<file path="src/core/ebrwc_pkg.sv">
// package: constants and carriers for the external bus ready/wait controller
package ebrwc_pkg;

    localparam int          EBRWC_AW           = 20;
    localparam int          EBRWC_DW           = 32;
    localparam int          EBRWC_CW           = 3;
    // ready sample advance in asynchronous mode, in timing clock cycles
    localparam logic [3:0]  EBRWC_ASYNC_ADV    = 4'h2;
    // bus clock output divider: one timing enable per this many mclk cycles
    localparam logic [3:0]  EBRWC_TIM_DIV      = 4'h1;
    localparam logic [EBRWC_AW-1:0] EBRWC_ADDR_RST = 20'h00001;
    localparam logic [3:0]  EBRWC_ONE          = 4'h1;

    typedef enum logic [2:0]
    {
        EBRWC_IDLE,
        EBRWC_ALIGN,
        EBRWC_LEAD,
        EBRWC_ACTIVE,
        EBRWC_TRAIL
    } ebrwc_state_e;

    // programmed zone timing
    typedef struct packed
    {
        logic [EBRWC_CW-1:0] rd_lead;
        logic [EBRWC_CW-1:0] rd_active;
        logic [EBRWC_CW-1:0] rd_trail;
        logic [EBRWC_CW-1:0] wr_lead;
        logic [EBRWC_CW-1:0] wr_active;
        logic [EBRWC_CW-1:0] wr_trail;
        logic                ready_enable;
        logic                ready_mode;
        logic                bus_32bit;
    } ebrwc_timing_s;

    // request from the internal side
    typedef struct packed
    {
        logic                write;
        logic [EBRWC_AW-1:0] addr;
        logic [EBRWC_DW-1:0] wdata;
    } ebrwc_req_s;

    // external pins
    typedef struct packed
    {
        logic [EBRWC_AW-1:0] addr;
        logic                zone_select_n;
        logic                read_strobe_n;
        logic                lower_write_strobe_n;
        logic                upper_write_strobe_n;
        logic                read_not_write;
        logic [EBRWC_DW-1:0] data_o;
        logic                data_oe_n;
    } ebrwc_pins_s;

endpackage

</file>
<file path="src/core/ebrwc_clkdiv.sv">
// file: divider making the timing enable and the bus clock output phase
`timescale 1ns/100ps
module ebrwc_clkdiv
    import ebrwc_pkg::*;
(
    input  wire logic mclk_in,
    input  wire logic arst_n_in,
    output logic      tim_en_out,
    output logic      rise_next_out,
    output logic      bus_clock_out
);
    typedef struct packed
    {
        logic [3:0] cnt;
        logic       bclk;
    } ebrwc_div_s;

    ebrwc_div_s st_r;
    ebrwc_div_s st_nxt;

    always_comb
    begin
        st_nxt = st_r;
        if (st_r.cnt == EBRWC_TIM_DIV - EBRWC_ONE)
        begin
            st_nxt.cnt  = '0;
            st_nxt.bclk = ~st_r.bclk;
        end
        else
        begin
            st_nxt.cnt = st_r.cnt + EBRWC_ONE;
        end
    end

    always_ff @(posedge mclk_in or negedge arst_n_in)
    begin
        if (!arst_n_in)
            st_r <= '0;
        else
            st_r <= st_nxt;
    end

    assign tim_en_out    = (st_r.cnt == EBRWC_TIM_DIV - EBRWC_ONE);
    // the next timing step produces a rising bus clock edge
    assign rise_next_out = ~st_r.bclk;
    assign bus_clock_out = st_r.bclk;
endmodule // ebrwc_clkdiv

</file>
<file path="src/core/ebrwc_ctrl.sv">
// file: external parallel interface access sequencer with ready wait states
`timescale 1ns/100ps
module ebrwc_ctrl
    import ebrwc_pkg::*;
(
    input  wire logic          mclk_in,
    input  wire logic          arst_n_in,
    input  wire ebrwc_timing_s timing_in,
    input  wire logic          req_valid_in,
    input  wire ebrwc_req_s    req_in,
    output logic               req_ready_out,
    output logic               done_out,
    output logic [EBRWC_DW-1:0] rdata_out,
    input  wire logic          external_ready_input_in,
    input  wire logic [EBRWC_DW-1:0] data_in,
    output ebrwc_pins_s        pins_out,
    output logic               bus_clock_output_out
);
    typedef struct packed
    {
        ebrwc_state_e        state;
        logic [4:0]          cnt;
        logic [4:0]          elapsed;
        ebrwc_req_s          req;
        ebrwc_pins_s         pins;
        logic                done;
        logic [EBRWC_DW-1:0] rdata;
        logic                rdy_s1;
        logic                rdy_s2;
    } ebrwc_st_s;

    ebrwc_st_s st_r;
    ebrwc_st_s st_nxt;
    logic      tim_en;
    logic      rise_next;

    ebrwc_clkdiv u_div
    (
        .mclk_in       (mclk_in),
        .arst_n_in     (arst_n_in),
        .tim_en_out    (tim_en),
        .rise_next_out (rise_next),
        .bus_clock_out (bus_clock_output_out)
    );

    logic [4:0] lead_c;
    logic [4:0] act_c;
    logic [4:0] trail_c;
    logic [4:0] sample_at;
    logic       is_wr;
    logic       rdy_seen;

    always_comb
    begin
        is_wr   = st_r.req.write;
        lead_c  = is_wr ? 5'(timing_in.wr_lead)   : 5'(timing_in.rd_lead);
        act_c   = is_wr ? 5'(timing_in.wr_active) : 5'(timing_in.rd_active);
        trail_c = is_wr ? 5'(timing_in.wr_trail)  : 5'(timing_in.rd_trail);
        // first sample point counted from lead start
        sample_at = lead_c + act_c;
        if (timing_in.ready_mode && (sample_at > 5'(EBRWC_ASYNC_ADV)))
            sample_at = sample_at - 5'(EBRWC_ASYNC_ADV);
        rdy_seen = st_r.rdy_s2;
    end

    // idle pin image: inactive select, strobes and read-not-write, held address with lsb high, data enable kept
    function automatic ebrwc_pins_s idle_pins(input ebrwc_pins_s p, input logic b32);
        ebrwc_pins_s q;
        q                      = p;
        q.addr[0]              = 1'b1;
        q.zone_select_n        = 1'b1;
        q.read_strobe_n        = 1'b1;
        q.lower_write_strobe_n = 1'b1;
        q.upper_write_strobe_n = b32 ? 1'b1 : 1'b1;
        q.read_not_write       = 1'b1;
        return q;
    endfunction

    always_comb
    begin
        st_nxt        = st_r;
        st_nxt.done   = 1'b0;
        st_nxt.rdy_s1 = external_ready_input_in;
        st_nxt.rdy_s2 = st_r.rdy_s1;
        if (tim_en)
        begin
            unique case (st_r.state)
                EBRWC_IDLE:
                begin
                    st_nxt.pins = idle_pins(st_r.pins, timing_in.bus_32bit);
                    if (req_valid_in)
                    begin
                        st_nxt.req = req_in;
                        if (rise_next)
                            st_nxt.state = EBRWC_LEAD;
                        else
                            st_nxt.state = EBRWC_ALIGN;
                    end
                end
                EBRWC_ALIGN:
                begin
                    st_nxt.pins  = idle_pins(st_r.pins, timing_in.bus_32bit);
                    st_nxt.state = EBRWC_LEAD;
                end
                default:
                begin
                end
            endcase
            if (st_nxt.state == EBRWC_LEAD && st_r.state != EBRWC_LEAD)
            begin
                st_nxt.cnt                   = '0;
                st_nxt.elapsed               = '0;
                st_nxt.pins.addr             = st_nxt.req.addr;
                st_nxt.pins.zone_select_n    = 1'b0;
                st_nxt.pins.read_not_write   = ~st_nxt.req.write;
                st_nxt.pins.data_o           = st_nxt.req.wdata;
                st_nxt.pins.data_oe_n        = ~st_nxt.req.write;
                // 16-bit mode: upper strobe pin shows address lsb
                st_nxt.pins.upper_write_strobe_n = timing_in.bus_32bit ? 1'b1 : st_nxt.req.addr[0];
            end
            else if (st_r.state == EBRWC_LEAD)
            begin
                st_nxt.cnt     = st_r.cnt + 5'h01;
                st_nxt.elapsed = st_r.elapsed + 5'h01;
                if (st_r.cnt + 5'h01 >= lead_c)
                begin
                    st_nxt.state = EBRWC_ACTIVE;
                    st_nxt.cnt   = '0;
                    st_nxt.pins.read_strobe_n        = is_wr;
                    st_nxt.pins.lower_write_strobe_n = ~is_wr;
                    if (timing_in.bus_32bit)
                        st_nxt.pins.upper_write_strobe_n = ~is_wr;
                end
            end
            else if (st_r.state == EBRWC_ACTIVE)
            begin
                st_nxt.elapsed = (st_r.elapsed == 5'h1F) ? st_r.elapsed : st_r.elapsed + 5'h01;
                st_nxt.cnt     = st_r.cnt + 5'h01;
                if (timing_in.ready_enable)
                begin
                    // hold while a sample point is reached and ready low
                    if (st_r.elapsed + 5'h01 >= sample_at && !rdy_seen)
                        st_nxt.cnt = st_r.cnt;
                    else if (st_r.elapsed + 5'h01 >= sample_at && st_r.cnt + 5'h01 >= act_c)
                        st_nxt.state = EBRWC_TRAIL;
                end
                else if (st_r.cnt + 5'h01 >= act_c)
                    st_nxt.state = EBRWC_TRAIL;
                if (st_nxt.state == EBRWC_TRAIL)
                begin
                    st_nxt.cnt = '0;
                    if (!is_wr)
                        st_nxt.rdata = data_in;
                    st_nxt.pins.read_strobe_n        = 1'b1;
                    st_nxt.pins.lower_write_strobe_n = 1'b1;
                    if (timing_in.bus_32bit)
                        st_nxt.pins.upper_write_strobe_n = 1'b1;
                end
            end
            else if (st_r.state == EBRWC_TRAIL)
            begin
                st_nxt.cnt = st_r.cnt + 5'h01;
                if (st_r.cnt >= trail_c)
                begin
                    st_nxt.state                 = EBRWC_IDLE;
                    st_nxt.done                  = 1'b1;
                    st_nxt.pins                  = idle_pins(st_r.pins, timing_in.bus_32bit);
                    // release only with read-not-write back high
                    st_nxt.pins.data_oe_n        = 1'b1;
                end
            end
        end
    end

    always_ff @(posedge mclk_in or negedge arst_n_in)
    begin
        if (!arst_n_in)
        begin
            st_r                           <= '0;
            st_r.state                     <= EBRWC_IDLE;
            st_r.pins.addr                 <= EBRWC_ADDR_RST;
            st_r.pins.zone_select_n        <= 1'b1;
            st_r.pins.read_strobe_n        <= 1'b1;
            st_r.pins.lower_write_strobe_n <= 1'b1;
            st_r.pins.upper_write_strobe_n <= 1'b1;
            st_r.pins.read_not_write       <= 1'b1;
            st_r.pins.data_oe_n            <= 1'b1;
        end
        else
            st_r <= st_nxt;
    end

    assign pins_out      = st_r.pins;
    assign done_out      = st_r.done;
    assign rdata_out     = st_r.rdata;
    assign req_ready_out = (st_r.state == EBRWC_IDLE) && tim_en;

    a_oe_release: assert property (@(posedge mclk_in) disable iff (!arst_n_in)
        !st_r.pins.data_oe_n |-> !st_r.pins.read_not_write)
        else $error("data driven while read-not-write high");

    a_align_idle: assert property (@(posedge mclk_in) disable iff (!arst_n_in)
        st_r.state == EBRWC_ALIGN |-> st_r.pins.zone_select_n && st_r.pins.read_strobe_n
            && st_r.pins.lower_write_strobe_n)
        else $error("control active in alignment");

    a_idle_addr: assert property (@(posedge mclk_in) disable iff (!arst_n_in)
        (st_r.state == EBRWC_IDLE && $past(st_r.state) == EBRWC_IDLE) |-> st_r.pins.addr[0])
        else $error("address lsb low while idle");

    a_lead_rise: assert property (@(posedge mclk_in) disable iff (!arst_n_in)
        (st_r.state == EBRWC_LEAD && $past(st_r.state) != EBRWC_LEAD) |-> bus_clock_output_out)
        else $error("lead not on rising bus clock");

    a_wait_low: assert property (@(posedge mclk_in) disable iff (!arst_n_in)
        (st_r.state == EBRWC_ACTIVE && tim_en && timing_in.ready_enable && !rdy_seen
            && st_r.elapsed + 5'h01 >= sample_at) |=> st_r.state == EBRWC_ACTIVE)
        else $error("active ended with ready low");

    a_upper_16: assert property (@(posedge mclk_in) disable iff (!arst_n_in)
        (!timing_in.bus_32bit && st_r.state == EBRWC_ACTIVE) |-> st_r.pins.upper_write_strobe_n
            == st_r.req.addr[0])
        else $error("upper strobe not address lsb in 16-bit");

    a_trail_data: assert property (@(posedge mclk_in) disable iff (!arst_n_in)
        (st_r.state == EBRWC_TRAIL && st_r.req.write) |-> !st_r.pins.data_oe_n)
        else $error("write data released in trail");

    a_no_ready: assert property (@(posedge mclk_in) disable iff (!arst_n_in)
        (st_r.state == EBRWC_ACTIVE && tim_en && !timing_in.ready_enable
            && st_r.cnt + 5'h01 >= 5'(st_r.req.write ? timing_in.wr_active : timing_in.rd_active))
            |=> st_r.state == EBRWC_TRAIL)
        else $error("ready disabled access not timed by counts");

    a_align_low: assert property (@(posedge mclk_in) disable iff (!arst_n_in)
        st_r.state == EBRWC_ALIGN |-> !bus_clock_output_out)
        else $error("alignment cycle not on a low bus clock");

    a_align_next: assert property (@(posedge mclk_in) disable iff (!arst_n_in)
        (st_r.state == EBRWC_ALIGN && tim_en) |=> st_r.state == EBRWC_LEAD)
        else $error("alignment cycle not followed by lead");

    a_align_lines: assert property (@(posedge mclk_in) disable iff (!arst_n_in)
        st_r.state == EBRWC_ALIGN |-> st_r.pins.read_not_write && st_r.pins.upper_write_strobe_n
            && st_r.pins.addr[0])
        else $error("line active or address lsb low in alignment");

    a_addr_hold: assert property (@(posedge mclk_in) disable iff (!arst_n_in)
        (st_r.state != EBRWC_LEAD && $past(st_r.state) == EBRWC_IDLE)
            |-> st_r.pins.addr[EBRWC_AW-1:1] == $past(st_r.pins.addr[EBRWC_AW-1:1]))
        else $error("address moved while idle or aligning");

    a_strobe_32: assert property (@(posedge mclk_in) disable iff (!arst_n_in)
        (timing_in.bus_32bit && st_r.state == EBRWC_ACTIVE)
            |-> st_r.pins.upper_write_strobe_n == st_r.pins.lower_write_strobe_n)
        else $error("upper strobe differs from lower strobe in 32-bit");

    a_sync_early: assert property (@(posedge mclk_in) disable iff (!arst_n_in)
        (st_r.state == EBRWC_ACTIVE && tim_en && timing_in.ready_enable && !timing_in.ready_mode
            && st_r.elapsed + 5'h01 < lead_c + act_c) |=> st_r.cnt == $past(st_r.cnt) + 5'h01)
        else $error("synchronous ready sampled before lead plus active");

    a_async_hold: assert property (@(posedge mclk_in) disable iff (!arst_n_in)
        (st_r.state == EBRWC_ACTIVE && tim_en && timing_in.ready_enable && timing_in.ready_mode
            && !rdy_seen && st_r.elapsed + 5'h01 == lead_c + act_c - 5'(EBRWC_ASYNC_ADV))
            |=> st_r.cnt == $past(st_r.cnt))
        else $error("asynchronous ready not sampled two cycles early");

    a_ready_end: assert property (@(posedge mclk_in) disable iff (!arst_n_in)
        (st_r.state == EBRWC_ACTIVE && tim_en && timing_in.ready_enable && rdy_seen
            && st_r.elapsed + 5'h01 >= sample_at && st_r.cnt + 5'h01 >= act_c)
            |=> st_r.state == EBRWC_TRAIL)
        else $error("active kept after high ready sample");

    a_done_end: assert property (@(posedge mclk_in) disable iff (!arst_n_in)
        st_r.done |-> $past(st_r.state) == EBRWC_TRAIL && st_r.state == EBRWC_IDLE)
        else $error("done pulse outside access end");

    a_trail_quiet: assert property (@(posedge mclk_in) disable iff (!arst_n_in)
        st_r.state == EBRWC_TRAIL |-> st_r.pins.read_strobe_n && st_r.pins.lower_write_strobe_n)
        else $error("strobe active in trail");

    a_trail_hold: assert property (@(posedge mclk_in) disable iff (!arst_n_in)
        (st_r.state == EBRWC_TRAIL && $past(st_r.state) == EBRWC_TRAIL)
            |-> st_r.pins.data_o == $past(st_r.pins.data_o))
        else $error("write data changed in trail");

    a_bus_release: assert property (@(posedge mclk_in) disable iff (!arst_n_in)
        ($past(st_r.state) == EBRWC_TRAIL && st_r.state == EBRWC_IDLE)
            |-> st_r.pins.data_oe_n && st_r.pins.read_not_write)
        else $error("data bus kept after access end");

    a_idle_quiet: assert property (@(posedge mclk_in) disable iff (!arst_n_in)
        st_r.state == EBRWC_IDLE |-> st_r.pins.zone_select_n && st_r.pins.data_oe_n)
        else $error("select or data driven while idle");
endmodule // ebrwc_ctrl

</file>
<file path="config.mk">
export PLATFORM = sky130hd
export DESIGN_NAME = ebrwc_ctrl
export DESIGN_NICKNAME = d
export VERILOG_FILES = /design/src/core/ebrwc_pkg.sv /design/src/core/ebrwc_clkdiv.sv /design/src/core/ebrwc_ctrl.sv
export SDC_FILE = /design/constraint.sdc
export NUM_CORES = 1
export LEC_CHECK = 0
export ABC_AREA = 0
export BUFFER_PORTS_ARGS = -buffer_cell sky130_fd_sc_hd__buf_4
export CORE_MARGIN = 2
export CORE_UTILIZATION = 40
export DETAILED_ROUTE_END_ITERATION = 8
export SLEW_MARGIN = 0
export SYNTH_ARGS = -nofsm -noshare
export SYNTH_HDL_FRONTEND = slang
export SYNTH_SLANG_ARGS = --single-unit
</file>
<file path="constraint.sdc">
create_clock -name mclk_in -period 10 [get_ports mclk_in]
set_input_delay 0.5 -clock mclk_in [delete_from_list [all_inputs] [get_ports mclk_in]]
set_output_delay 0.5 -clock mclk_in [all_outputs]
set_load 0.1 [all_outputs]
</file>
==> flow_metrics.env <==
export IMPL_syn_instance_count=724
export IMPL_setup_ws_ns=4.333
export IMPL_drive_gt1_frac=0.3981
export IMPL_cts_root_buf="clkbuf_16"
export IMPL_cts_path_max_buffers=2
export IMPL_grt_pass1_wl_mm=28.15
export IMPL_grt_busiest_layer="met2"
export IMPL_slew_limit_headroom=0.2950
export IMPL_worstSetupEndpointType="flop"
export IMPL_die_y_um=149.4
export IMPL_cts_setup_buffers=0
export IMPL_coreArea_mm2=0.02089
export IMPL_cts_inserted_buffers=17
export IMPL_grt_usage=0.1589
export IMPL_dp_cells=1082
export IMPL_cts_resized=0
export IMPL_met3_usage=0.03914
export IMPL_tightest_slew_ns=1.057
export IMPL_vias_per_cell=4.814
export IMPL_drc=0
export IMPL_synth_cell_type_count=58
export IMPL_setup_viol=0
export IMPL_clock_skew_ns=0.01441
export IMPL_grt_start_max_net_pins=106
export IMPL_drt_iter0_drc=200
export IMPL_final_setup_tns_ns=0
export IMPL_first_global_vias=5359
export IMPL_finalHoldViolations=0
export IMPL_crit_type="flop to flop"
export IMPL_drv_slew=0
export IMPL_fill_cells=1968
export IMPL_max_freq_mhz=176.5
export IMPL_max_stage_delay_ns=0.91
export IMPL_critPathArrivalTime_ns=5.97
export IMPL_path_cells="mux2_2, ha_1, inv_1, fa_1, ha_1, ha_1, a311oi_1, mux2_2, ha_1, and3_1, o21ai_1, o211ai_2, nand3_2, or3_2, mux2_1"
export IMPL_clk_pin_slew_ns=0.08
export IMPL_stdcell_count=1114
export IMPL_tritoncts="built"
export IMPL_async_flop_share=1.000
export IMPL_dieArea_mm2=0.02232
export IMPL_synthDominantCellAreaShare=0.4646
export IMPL_grt_ovfl_total=0
export IMPL_yosys_top_cells_area="dfrtp_1 (46%), buf_4 (8.0%), mux2i_1 (7.2%)"
export IMPL_ios=203
export IMPL_vias=5363
export IMPL_rsz0062_at_grt="false"
export IMPL_layout_min_cycle_time_ns=5.667
export IMPL_cts_hold_buf=0
export IMPL_ys_seq_area_frac=0.4863
export IMPL_avgSynthCellArea_um2=11.68
export IMPL_die_w_um=149.4
export IMPL_postPlaceCellArea_mm2=0.009487
export IMPL_finalNetCount=961
export IMPL_syn2layout_area_growth_pct=19.17
export IMPL_port_buffers=202
export IMPL_rows=53
export IMPL_place_hpwl_mm=11.75
export IMPL_cts_max_level=4
export IMPL_drv_cap=0
export IMPL_yosysWarnings=0
export IMPL_critPathLaunchType="flop"
export IMPL_met1_usage=0.2169
export IMPL_antenna_found_initial=0
export IMPL_syn_area_mm2=0.008457
export IMPL_fin_crit_sh=0.5667
export IMPL_synth_nets=859
export IMPL_synth_top_area_cell="dfrtp_1"
export IMPL_place_congestion=0.7983
export IMPL_wl_mm=17.38
export IMPL_use_met2=0.2500
export IMPL_post_route_cell_area_mm2=0.01008
export IMPL_hold_path_class="input pin to asynchronous set/reset pin"
export IMPL_synth_edf_count=0
export IMPL_ant_nets=0
export IMPL_start_util=0.4049
export IMPL_synthFlopType="dfrtp_1"
export IMPL_worst_path_most_repeated_cell="ha_1"
export IMPL_pre_cts_ws_ns=4.352
export IMPL_diodes=0
export IMPL_dr_pass1_iters=4
export IMPL_wire_per_inst_um=15.60
export IMPL_status="completed"
export IMPL_ys_ff_latch=164
export IMPL_cp_max_fo=32
export IMPL_cts_sinks=164
export IMPL_clk_latency_ns=0.43
export IMPL_crit_slowest_cell="or3_2"
export IMPL_required_ns=10.30
-- worst paths after layout --
kind	to	cells after the start	start	slack, ns
setup / recovery	rdata_out[18]	15	is_wr	4.33
hold / removal	pins_out[6]	1	arst_n_in	0.12
setup reg to reg	rdata_out[18]	15	is_wr	4.33
hold reg to reg	rdy_seen	0	st_nxt[0]	0.35
max in group asynchronous	st_r[157]	3	arst_n_in	8.18
min in group mclk_in	st_nxt[0]	1	external_ready_input_in	0.18
-- synth_stat cells (3+ instances only) --
library cell	number
dfrtp_1	157
buf_4	90
nand2_1	64
mux2i_1	61
o21ai_0	61
mux2_2	46
mux2_4	30
ha_1	24
nor2_1	23
buf_2	15
inv_1	15
mux2_1	14
clkbuf_1	12
nand3_1	11
a21o_1	9
a21oi_1	8
dfstp_2	7
nand2b_1	6
xor2_1	6
o21ai_1	5
nand4_1	4
o211ai_1	4
a31oi_1	3
buf_12	3
o21a_1	3
xnor2_1	3
-- layout make-up --
| cell class | count | area [um2] | share of cell area |
|---|---|---|---|
| Tap cell | 275 | 344.1 | 0.03414 |
| Clock buffer | 18 | 439.2 | 0.04358 |
| Sequential cell | 164 | 4113 | 0.4081 |
| Timing Repair Buffer | 205 | 1543 | 0.1531 |
| Clock inverter | 14 | 152.6 | 0.01515 |
| Multi-Input combinational cell | 423 | 3431 | 0.3404 |
| Inverter | 15 | 56.30 | 0.005587 |
-- worst max-delay path, delay by kind of cell, from the launching register on --
| kind | cells | cell delay [ns] |
|---|---|---|
| adders and majority gates | 5 | 1.39 |
| muxes | 3 | 1.33 |
| and+or+nand+nor | 3 | 1.24 |
| DFF | 1 | 0.77 |
| AOI/OAI and AO/OA | 3 | 0.71 |
| buffers and inverters | 1 | 0.07 |
-- layer usage --
metal	vias up	share of wire
met5	-	0
met4	0	0.011
met3	15	0.063
met2	142	0.46
met1	2567	0.46
li1	2639	-
-- metrics by stage --
stage	util	hold slack (ns)
CTS	0.4825	0.1406
global route	0.4825	0.1682
finish	0.4825	0.1189
global placement	0.4541	0.3372
floorplan	-	0.2044
detailed placement	0.4541	0.3472
-- sequential cells by signal, indices dropped and copies added, names as in the netlist --
name                 flops
u_div.st_r               4
st_nxt                   1
u_div.bus_clock_out      1
rdata_out               32
rdy_seen                 1
is_wr                    1
done_out                 1
pins_out                58
st_r                    65
-- placed cells by master (no fill, tap or decap), types with 7 or more instances in the layout --
master / instances
mux2_4: 30
buf_4: 204
mux2_2: 46
nor2_1: 23
clkbuf_16: 17
a21oi_1: 8
ha_1: 24
dfstp_2: 7
mux2i_1: 61
inv_1: 15
dfrtp_1: 157
o21ai_0: 61
nand2_1: 62
nand3_1: 11
mux2_1: 14
a21o_1: 9
-- cell families after synthesis --
logic type,Yosys count,synth area share
and+or+nand+nor,125,0.06673
AOI/OAI and AO/OA,113,0.08478
buffers and inverters,137,0.1096
muxes,151,0.2054
xor gates and xnor gates,9,0.009321
adders and majority gates,25,0.03788
DFF,164,0.4863
Power is left out: the tool's default activity adds up to more than one toggle a clock period on the data nets, which glitch-free logic cannot reach.
